--- config.mk ---
export PLATFORM = sky130hd
export DESIGN_NAME = iss_top
export DESIGN_NICKNAME = d
export VERILOG_FILES = /design/src/iss_pkg.sv /design/src/iss_top.sv
export SDC_FILE = /design/constraint.sdc
export NUM_CORES = 2
export LEC_CHECK = 0
export BUFFER_PORTS_ARGS = -buffer_cell sky130_fd_sc_hd__buf_2
export CAP_MARGIN = 20
export CORE_ASPECT_RATIO = 0.5
export CORE_MARGIN = 5
export CORE_UTILIZATION = 60
export CTS_CLUSTER_SIZE = 10
export DETAILED_ROUTE_END_ITERATION = 10
export PLACE_DENSITY = 0.86
export SYNTH_ARGS = -nofsm -noshare
export SYNTH_HDL_FRONTEND = slang
export SYNTH_SLANG_ARGS = --single-unit
--- constraint.sdc ---
create_clock -name clk -period 3.1 [get_ports clk]
set_input_delay 0.465 -clock clk [delete_from_list [all_inputs] [get_ports clk]]
set_output_delay 0.465 -clock clk [all_outputs]
set_load 0.02 [all_outputs]
--- src/iss_pkg.sv ---
/*
  Constants of the image signature inserter: register map, field
  positions, reset values and timing figures.
  Assumes a 125 MHz system clock and 32-bit AXI4-Lite access.
*/
package iss_pkg;
  // ==========================================================
  // Register byte addresses
  localparam logic [31:0] ISS_A_BIN_CTL = 32'hf10005b0;
  localparam logic [31:0] ISS_A_FRM_CTL = 32'hf1000610;
  localparam logic [31:0] ISS_A_FRM_VAL = 32'hf1000614;
  localparam logic [31:0] ISS_A_TRG_CTL = 32'hf1000620;
  localparam logic [31:0] ISS_A_TRG_VAL = 32'hf1000624;
  localparam logic [31:0] ISS_A_SIG_CTL = 32'hf1000630;
  localparam logic [31:0] ISS_A_SIG_USR = 32'hf1000634;
  // ==========================================================
  // Field positions, quadlet position [n] is bit 31-n
  localparam int ISS_B_PRES  = 31;
  localparam int ISS_B_RST   = 30;
  localparam int ISS_B_ONOFF = 25;
  localparam int ISS_LINE_HI = 15;
  // ==========================================================
  // Reset values
  localparam logic [15:0] ISS_LINE_RST = 16'h0000;
  localparam logic [31:0] ISS_CNT_RST  = 32'h00000000;
  localparam logic [31:0] ISS_USR_RST  = 32'h00000000;
  // ==========================================================
  // Record layout and sequence store
  localparam logic [5:0] ISS_REC_LEN = 6'h30;
  localparam logic [3:0] ISS_W_CT    = 4'h0;
  localparam logic [3:0] ISS_W_FC    = 4'h1;
  localparam logic [3:0] ISS_W_TC    = 4'h2;
  localparam logic [3:0] ISS_W_USR   = 4'hb;
  localparam int         ISS_SEQ_N   = 16;
  // ==========================================================
  // Cycle time structure
  localparam logic [11:0] ISS_OFF_MAX = 12'hbff;
  localparam logic [12:0] ISS_CYC_MAX = 13'h1f3f;
  localparam longint ISS_CLK_HZ  = 125000000;
  localparam longint ISS_OFF_HZ  = 24576000;
  localparam logic [16:0] ISS_PH_MOD =
    17'(ISS_CLK_HZ / 1000);
  localparam logic [16:0] ISS_PH_INC =
    17'(ISS_OFF_HZ / 1000);
  // ==========================================================
  // Bus responses
  localparam logic [1:0] ISS_OKAY   = 2'h0;
  localparam logic [1:0] ISS_SLVERR = 2'h2;
endpackage

--- src/iss_top.sv ---
/*
  Image signature inserter: AXI4-Lite registers, frame and trigger
  counters, bus cycle time, record insertion into a byte stream and
  low noise binning averaging.
  Assumes inputs synchronous to clk; stream bytes of a frame arrive
  while sensor_readout_window is high, starting one cycle after its
  rise; line ends are flagged on the last byte of each line.
*/
// Notes on behaviour
// Low noise binning averages instead of summing
// Presence bit reads one, ignores writes
// Enabled signature goes into every image whose position lies in range
// Insert line taken from low 16 bits
// Non-negative position counts from top
// Negative position counts from bottom
// Position equal height uses padding line
// No padding means record is omitted
// User word per sequence entry inserted
// Cycle time sampled at integration start
// Cycle time in bytes 1-4, LSB first
// Cycle time is offset, cycles, seconds
// Seconds top, cycles middle, offset low
// Frame tally counts each readout window
// Frame tally in bytes 5 to 8
// Reset bit clears counter, self clears
// Frame tally readable live
// Trigger tally counts triggers, readable
// Trigger tally in bytes 9 to 12
// One enable and position for all
// Record 48 bytes, user word last
// Position [0] is the top bit
// Tallies wrap to zero
// Reserved bits read zero
`timescale 1ns/1ns
`default_nettype none
module iss_top (
  // Clock and reset
  input  wire logic        clk,
  input  wire logic        rstn,
  // AXI4-Lite write
  input  wire logic [31:0] s_axi_awaddr,
  input  wire logic        s_axi_awvalid,
  output logic             s_axi_awready,
  input  wire logic [31:0] s_axi_wdata,
  input  wire logic [3:0]  s_axi_wstrb,
  input  wire logic        s_axi_wvalid,
  output logic             s_axi_wready,
  output logic [1:0]       s_axi_bresp,
  output logic             s_axi_bvalid,
  input  wire logic        s_axi_bready,
  // AXI4-Lite read
  input  wire logic [31:0] s_axi_araddr,
  input  wire logic        s_axi_arvalid,
  output logic             s_axi_arready,
  output logic [31:0]      s_axi_rdata,
  output logic [1:0]       s_axi_rresp,
  output logic             s_axi_rvalid,
  input  wire logic        s_axi_rready,
  // Sensor events
  input  wire logic        sensor_readout_window,
  input  wire logic        integ_start,
  input  wire logic        ext_trigger,
  input  wire logic        seq_mode,
  input  wire logic [3:0]  seq_index,
  // Frame geometry
  input  wire logic [15:0] image_line_total,
  input  wire logic        pad_present,
  // Pixel byte stream in
  input  wire logic        pix_valid,
  input  wire logic [7:0]  pix_data,
  input  wire logic        pix_line_end,
  // Pixel byte stream out
  output logic             out_valid,
  output logic [7:0]       out_data,
  output logic             out_line_end,
  // Binning datapath
  input  wire logic        bin_valid,
  input  wire logic [15:0] bin_sum,
  input  wire logic        bin_x4,
  output logic             bin_out_valid,
  output logic [15:0]      bin_out
);
  import iss_pkg::*;

  // ==========================================================
  // Bus handshakes
  logic        awrdy_q, wrdy_q, bvalid_q, arrdy_q, rvalid_q;
  logic [1:0]  bresp_q, rresp_q;
  logic [31:0] rdata_q;
  logic [31:0] fc_q, tc_q;
  wire         wr_map;
  wire wr_go = awrdy_q & s_axi_awvalid & s_axi_wvalid;
  wire rd_go = arrdy_q & s_axi_arvalid;
  wire wr_req = s_axi_awvalid & s_axi_wvalid & ~awrdy_q
              & ~bvalid_q;
  wire rd_req = s_axi_arvalid & ~arrdy_q & ~rvalid_q;

  always_ff @(posedge clk or negedge rstn) begin
    if (!rstn) begin
      awrdy_q  <= 1'b0;
      wrdy_q   <= 1'b0;
      arrdy_q  <= 1'b0;
      bvalid_q <= 1'b0;
      bresp_q  <= ISS_OKAY;
    end else begin
      awrdy_q <= wr_req;
      wrdy_q  <= wr_req;
      arrdy_q <= rd_req;
      if (wr_go) begin
        bvalid_q <= 1'b1;
        bresp_q  <= wr_map ? ISS_OKAY : ISS_SLVERR;
      end else if (s_axi_bready) begin
        bvalid_q <= 1'b0;
      end
    end
  end

  // ==========================================================
  // Write decode
  wire [31:0] wa = s_axi_awaddr;
  wire [31:0] wd = s_axi_wdata;
  wire [3:0]  ws = s_axi_wstrb;
  assign wr_map = wa == ISS_A_BIN_CTL || wa == ISS_A_FRM_CTL
             || wa == ISS_A_FRM_VAL || wa == ISS_A_TRG_CTL
             || wa == ISS_A_TRG_VAL || wa == ISS_A_SIG_CTL
             || wa == ISS_A_SIG_USR;
  wire w_bin = wr_go & (wa == ISS_A_BIN_CTL);
  wire w_sig = wr_go & (wa == ISS_A_SIG_CTL);
  wire w_usr = wr_go & (wa == ISS_A_SIG_USR);
  wire fc_rst = wr_go & (wa == ISS_A_FRM_CTL) & ws[3]
              & wd[ISS_B_RST];
  wire tc_rst = wr_go & (wa == ISS_A_TRG_CTL) & ws[3]
              & wd[ISS_B_RST];

  // ==========================================================
  // Control registers
  logic        bin_en_q, sig_en_q;
  logic [15:0] line_q;
  logic [31:0] usr_q [ISS_SEQ_N];
  wire  [3:0]  seq_sel = seq_mode ? seq_index : 4'h0;

  always_ff @(posedge clk or negedge rstn) begin
    if (!rstn) begin
      bin_en_q <= 1'b0;
      sig_en_q <= 1'b0;
      line_q   <= ISS_LINE_RST;
    end else begin
      if (w_bin && ws[3])
        bin_en_q <= wd[ISS_B_ONOFF];
      if (w_sig && ws[3])
        sig_en_q <= wd[ISS_B_ONOFF];
      if (w_sig && ws[1])
        line_q[15:8] <= wd[15:8];
      if (w_sig && ws[0])
        line_q[7:0] <= wd[7:0];
    end
  end

  always_ff @(posedge clk or negedge rstn) begin
    if (!rstn) begin
      for (int i = 0; i < ISS_SEQ_N; i++)
        usr_q[i] <= ISS_USR_RST;
    end else begin
      for (int b = 0; b < 4; b++)
        if (w_usr && ws[b])
          usr_q[seq_sel][b*8 +: 8] <= wd[b*8 +: 8];
    end
  end

  // ==========================================================
  // Read decode
  wire [31:0] ra = s_axi_araddr;
  wire [31:0] pres = 32'h1 << ISS_B_PRES;
  wire [31:0] onb  = 32'h1 << ISS_B_ONOFF;
  wire [31:0] r_bin = pres | (bin_en_q ? onb : 32'h0);
  wire [31:0] r_sig = pres | (sig_en_q ? onb : 32'h0)
                    | {16'h0, line_q};
  wire rd_map = ra == ISS_A_BIN_CTL || ra == ISS_A_FRM_CTL
             || ra == ISS_A_FRM_VAL || ra == ISS_A_TRG_CTL
             || ra == ISS_A_TRG_VAL || ra == ISS_A_SIG_CTL
             || ra == ISS_A_SIG_USR;
  wire [31:0] rd_val =
      ra == ISS_A_BIN_CTL ? r_bin :
      ra == ISS_A_FRM_CTL ? pres :
      ra == ISS_A_FRM_VAL ? fc_q :
      ra == ISS_A_TRG_CTL ? pres :
      ra == ISS_A_TRG_VAL ? tc_q :
      ra == ISS_A_SIG_CTL ? r_sig :
      ra == ISS_A_SIG_USR ? usr_q[seq_sel] : 32'h0;

  always_ff @(posedge clk or negedge rstn) begin
    if (!rstn) begin
      rvalid_q <= 1'b0;
      rdata_q  <= 32'h0;
      rresp_q  <= ISS_OKAY;
    end else if (rd_go) begin
      rvalid_q <= 1'b1;
      rdata_q  <= rd_val;
      rresp_q  <= rd_map ? ISS_OKAY : ISS_SLVERR;
    end else if (s_axi_rready) begin
      rvalid_q <= 1'b0;
    end
  end

  // ==========================================================
  // Frame and trigger tallies
  logic        win_q, trg_q;
  wire win_rise = sensor_readout_window & ~win_q;
  wire trg_rise = ext_trigger & ~trg_q;

  always_ff @(posedge clk or negedge rstn) begin
    if (!rstn) begin
      fc_q  <= ISS_CNT_RST;
      tc_q  <= ISS_CNT_RST;
      win_q <= 1'b0;
      trg_q <= 1'b0;
    end else begin
      win_q <= sensor_readout_window;
      trg_q <= ext_trigger;
      if (fc_rst)
        fc_q <= ISS_CNT_RST;
      else if (win_rise)
        fc_q <= fc_q + 32'h1;
      if (tc_rst)
        tc_q <= ISS_CNT_RST;
      else if (trg_rise)
        tc_q <= tc_q + 32'h1;
    end
  end

  // ==========================================================
  // Bus cycle time
  logic [16:0] ph_q;
  logic [11:0] off_q;
  logic [12:0] cyc_q;
  logic [6:0]  sec_q;
  logic [31:0] ct_q;
  wire [17:0] ph_sum = {1'b0, ph_q} + {1'b0, ISS_PH_INC};
  wire        ph_tick = ph_sum >= {1'b0, ISS_PH_MOD};
  wire [31:0] ct_word = {sec_q, cyc_q, off_q};

  always_ff @(posedge clk or negedge rstn) begin
    if (!rstn) begin
      ph_q  <= 17'h0;
      off_q <= 12'h0;
      cyc_q <= 13'h0;
      sec_q <= 7'h0;
      ct_q  <= 32'h0;
    end else begin
      ph_q <= ph_tick ? 17'(ph_sum - {1'b0, ISS_PH_MOD})
                      : ph_sum[16:0];
      if (ph_tick) begin
        if (off_q == ISS_OFF_MAX) begin
          off_q <= 12'h0;
          if (cyc_q == ISS_CYC_MAX) begin
            cyc_q <= 13'h0;
            sec_q <= sec_q + 7'h1;
          end else begin
            cyc_q <= cyc_q + 13'h1;
          end
        end else begin
          off_q <= off_q + 12'h1;
        end
      end
      if (integ_start)
        ct_q <= ct_word;
    end
  end

  // ==========================================================
  // Target line, latched per frame
  wire [15:0] ht = image_line_total;
  wire [16:0] neg_sum = {1'b0, ht} + {line_q[15], line_q};
  wire        pos_ok = line_q < ht
                     || (line_q == ht && pad_present);
  wire        tgt_ok = line_q[15] ? ~neg_sum[16] : pos_ok;
  wire [15:0] tgt = line_q[15] ? neg_sum[15:0]
                                : line_q;
  logic        en_f_q, ok_f_q;
  logic [15:0] tgt_q, lc_q;
  logic [5:0]  bc_q;
  logic [31:0] rfc_q, rtc_q, rusr_q;

  always_ff @(posedge clk or negedge rstn) begin
    if (!rstn) begin
      en_f_q <= 1'b0;
      ok_f_q <= 1'b0;
      tgt_q  <= 16'h0;
      rfc_q  <= 32'h0;
      rtc_q  <= 32'h0;
      rusr_q <= 32'h0;
    end else if (win_rise) begin
      en_f_q <= sig_en_q;
      ok_f_q <= tgt_ok;
      tgt_q  <= tgt;
      rfc_q  <= fc_q;
      rtc_q  <= tc_q;
      rusr_q <= usr_q[seq_sel];
    end
  end

  // ==========================================================
  // Line and byte position
  wire bc_live = bc_q < ISS_REC_LEN;
  always_ff @(posedge clk or negedge rstn) begin
    if (!rstn) begin
      lc_q <= 16'h0;
      bc_q <= 6'h0;
    end else if (win_rise) begin
      lc_q <= 16'h0;
      bc_q <= 6'h0;
    end else if (pix_valid) begin
      if (pix_line_end) begin
        lc_q <= lc_q + 16'h1;
        bc_q <= 6'h0;
      end else if (bc_live) begin
        bc_q <= bc_q + 6'h1;
      end
    end
  end

  // ==========================================================
  // Record byte selection and insertion
  wire [3:0]  wsel = bc_q[5:2];
  wire [31:0] rec_w =
      wsel == ISS_W_CT  ? ct_q  :
      wsel == ISS_W_FC  ? rfc_q :
      wsel == ISS_W_TC  ? rtc_q :
      wsel == ISS_W_USR ? rusr_q :
      32'h0;
  wire [7:0] rec_b = rec_w[bc_q[1:0]*8 +: 8];
  wire ins = en_f_q & ok_f_q & (lc_q == tgt_q) & bc_live
           & pix_valid;

  logic       ov_q, ole_q;
  logic [7:0] od_q;
  always_ff @(posedge clk or negedge rstn) begin
    if (!rstn) begin
      ov_q  <= 1'b0;
      ole_q <= 1'b0;
      od_q  <= 8'h0;
    end else begin
      ov_q  <= pix_valid;
      ole_q <= pix_valid & pix_line_end;
      od_q  <= ins ? rec_b : pix_data;
    end
  end

  // ==========================================================
  // Low noise binning
  logic        bv_q;
  logic [15:0] bo_q;
  wire  [15:0] avg = bin_x4 ? bin_sum >> 2 : bin_sum >> 1;
  always_ff @(posedge clk or negedge rstn) begin
    if (!rstn) begin
      bv_q <= 1'b0;
      bo_q <= 16'h0;
    end else begin
      bv_q <= bin_valid;
      if (bin_valid)
        bo_q <= bin_en_q ? avg : bin_sum;
    end
  end

  // ==========================================================
  // Outputs
  assign s_axi_awready = awrdy_q;
  assign s_axi_wready  = wrdy_q;
  assign s_axi_bvalid  = bvalid_q;
  assign s_axi_bresp   = bresp_q;
  assign s_axi_arready = arrdy_q;
  assign s_axi_rvalid  = rvalid_q;
  assign s_axi_rdata   = rdata_q;
  assign s_axi_rresp   = rresp_q;
  assign out_valid     = ov_q;
  assign out_data      = od_q;
  assign out_line_end  = ole_q;
  assign bin_out_valid = bv_q;
  assign bin_out       = bo_q;
endmodule
`default_nettype wire

==> results_dict.tcl <==
set metrics [dict create \
    outcome "finished, violations left" \
    violations "design-rule violations" \
    grt_max_degree 98 \
    cts_resized 0 \
    place_area_um2 43300 \
    gp_congestion 0.938 \
    path_clk_slew_ns 0.05 \
    clock_path_buffers 3 \
    fin_tns_setup_ns 0 \
    maxSlewHeadroom_pct 21.5 \
    postRouteAntennaNets 0 \
    power.leakage_nw 23.1 \
    crit_type "reg2reg" \
    die_area_um2 73100 \
    layout.nets 3996 \
    synthArstFlopShare_pct 100 \
    numPortBuffers 225 \
    synth_edf_count 0 \
    max_slew.worst_pin.slew_ns 1.16 \
    cts.sinks 875 \
    reg2reg_to "tgt_q[14]" \
    die_w_um 378 \
    cts_buffers 97 \
    num_rows 67 \
    final_common_cell "dfrtp_1" \
    fin_crit_sh_pct 90.0 \
    synth_area_um2 40500 \
    fmax_ghz 0.358 \
    p_sw_share_pct 25.3 \
    syn_inst 3533 \
    maxCapViolations 0 \
    drive_gt1_share_pct 29.2 \
    holdPathStages 3 \
    pin_count 228 \
    pwr-share-clk_pct 42.1 \
    fill_cells 4294 \
    cts_root_buffer "clkbuf_16" \
    drc_errors 4 \
    insertion_delay_ns 0.68 \
    crit_end "tgt_q[14]" \
    vias 32125 \
    ys_types 76 \
    grt_pass1_wl_mm 190 \
    fin_skew_ns 0.0325 \
    required_ns 3.64 \
    finalMaxSlewViolations 0 \
    hold_ws_ns 0.0439 \
    r2r-start "line_q[1]" \
    syn2layout_area_growth_pct 13.6 \
    fin_crit_ns 2.79 \
    hold_violations 0 \
    r2r_slack_ns 0.31 \
    p_seq_share_pct 49.8 \
    cp-end-kind "flop" \
    cp_max_fo 5 \
    grt-ovfl-total 0 \
    worst_ir_drop_vdd_v 0.000485 \
    antenna_found_initial 7 \
    crit_start "line_q[1]" \
    yosysSeqAreaShare_pct 54.0 \
    cts_tree "built" \
    htreeDepth 3 \
    setup_violations 0 \
    power_density_nw_per_um2 523 \
    design_area_um2 46000 \
    rsz0062_at_grt "false" \
    ys.flop_type "dfrtp_1" \
    wl_per_cell_um 26.1 \
    drt_iter0_drc 4605 \
    dpl.hpwl_mm 79.1 \
    core_area_um2 66900 \
    total_power_w 0.0241 \
    dr.pass1.iters 11 \
    yosysWarnings 0 \
    power.share.combinational_pct 8.1 \
    final_cell_mix "dfrtp_1 (875), mux2_2 (544), nand2_1 (371)" \
    startpoint_type "flop" \
    switchingPower_w 0.00608 \
    reg2regPathDepth 10 \
    syn_avg_cell_area_um2 11.5 \
    post-route-util_pct 68.8 \
    wl_mm 122 \
    vias_per_cell 6.83 \
    p_int_w 0.0180 \
    min_path_type "in2reg" \
    initial_utilization_pct 60.6 \
    die_height_um 194 \
    grt_pass1_vias 32688 \
    critPathArrivalTime_ns 3.33 \
    ys_ff_latch 875 \
    track_usage_pct 32.9 \
]
[worst max-delay path, cell delays in order, from the launching register on]
cell     delay [ns]
dfrtp_1        0.53
inv_1          0.12
fa_1           0.44
o21ba_2        0.23
o21ai_0        0.24
a31oi_1        0.18
a21o_1         0.22
o31a_1         0.27
xnor2_1        0.17
a21oi_1        0.10
a21o_1         0.16
[cells in the mapped netlist (16+ instances only)]
cell type | count | area share, %
ha_1 | 42 | 1.3
nor2_1 | 193 | 1.8
nand3_1 | 49 | 0.61
xnor2_1 | 46 | 0.99
and3_1 | 29 | 0.45
mux4_2 | 16 | 0.89
o21ai_0 | 234 | 2.9
xor2_1 | 80 | 1.7
nand2b_1 | 16 | 0.25
nor3_1 | 17 | 0.21
a21oi_1 | 94 | 1.2
o22ai_1 | 241 | 3.7
a222oi_1 | 33 | 0.82
inv_1 | 44 | 0.41
nand2_4 | 40 | 1.1
mux2_2 | 544 | 15
dfrtp_1 | 875 | 54
o21ai_1 | 24 | 0.30
buf_1 | 21 | 0.19
nand2_1 | 371 | 3.4
mux2_1 | 35 | 0.97
mux2i_1 | 20 | 0.49
clkbuf_1 | 165 | 1.5
nand4_1 | 63 | 0.97
a22oi_1 | 32 | 0.59
[metal layers]
layer,wire [um],track usage (%),vias to the layer above,share of wire [%]
met5,46,0,-,0.038
met2,56300,51.8,2334,46
met1,44500,41.9,15917,36
met3,13800,9.10,610,11
met4,7820,17.8,6,6.4
li1,-,-,13258,-
[per-stage QoR]
step,std cells,setup WS [ns]
floorplan,3534,0.657
global placement,4580,0.0773
detailed placement,4582,0.0824
CTS,4693,0.383
global route,4697,0.168
finish,4702,0.310
[power groups by stage]
stage | clock, W | sequential, W | combinational, W
detailed placement | 0 | 0.0121 | 0.00186
CTS | 0.0102 | 0.0120 | 0.00189
floorplan | 0 | 0.0121 | 0.000882
global route | 0.0107 | 0.0120 | 0.00208
finish | 0.0101 | 0.0120 | 0.00194
global placement | 0 | 0.0121 | 0.00178
[worst min path at each step]
stage	start	slack, ns	to
after CTS	s_axi_wvalid	0.02	s_axi_wready
after global routing	s_axi_wvalid	0.04	s_axi_wready
after floorplan	rstn	0.17	bc_q[0]
final	s_axi_wvalid	0.04	s_axi_wready
after detailed placement	rstn	0.41	out_line_end
after global placement	rstn	0.41	out_line_end
[flip-flops by register name, summed over array words and instances (netlist names), 16 cells and up]
register / count
line_q: 16
ct_q: 32
rfc_q: 32
bin_out: 16
rtc_q: 32
rusr_q: 32
usr_q: 512
lc_q: 16
fc_q: 32
tc_q: 32
s_axi_rdata: 32
tgt_q: 16
[area by class of cell]
class / instances / area [um2] / share of cell area [%]
multi-input cells: 2403 / 17600 / 38.3
clock inverters: 5 / 103 / 0.223
inverters: 45 / 169 / 0.367
flip-flops and latches: 875 / 21900 / 47.6
repair buffers: 371 / 2580 / 5.61
clock buffers: 100 / 2480 / 5.39
diodes: 6 / 15.0 / 0.0326
well taps: 897 / 1120 / 2.44
[cells by family after synthesis]
| kind of cell | share of synthesized area (%) |
|---|---|
| fa+ha+maj | 1.35 |
| flops | 54.0 |
| buf+inv | 2.60 |
| mux | 17.5 |
| other cells | 0.00925 |
| xor+xnor | 2.72 |
| compound gates | 11.0 |
| simple gates | 10.8 |
[what timing repair did]
item                      CTS  global route
hold endpoints to repair   40             0
hold buffers                6             0
buffers inserted            0             0
Power figures use the tool's default switching activity.
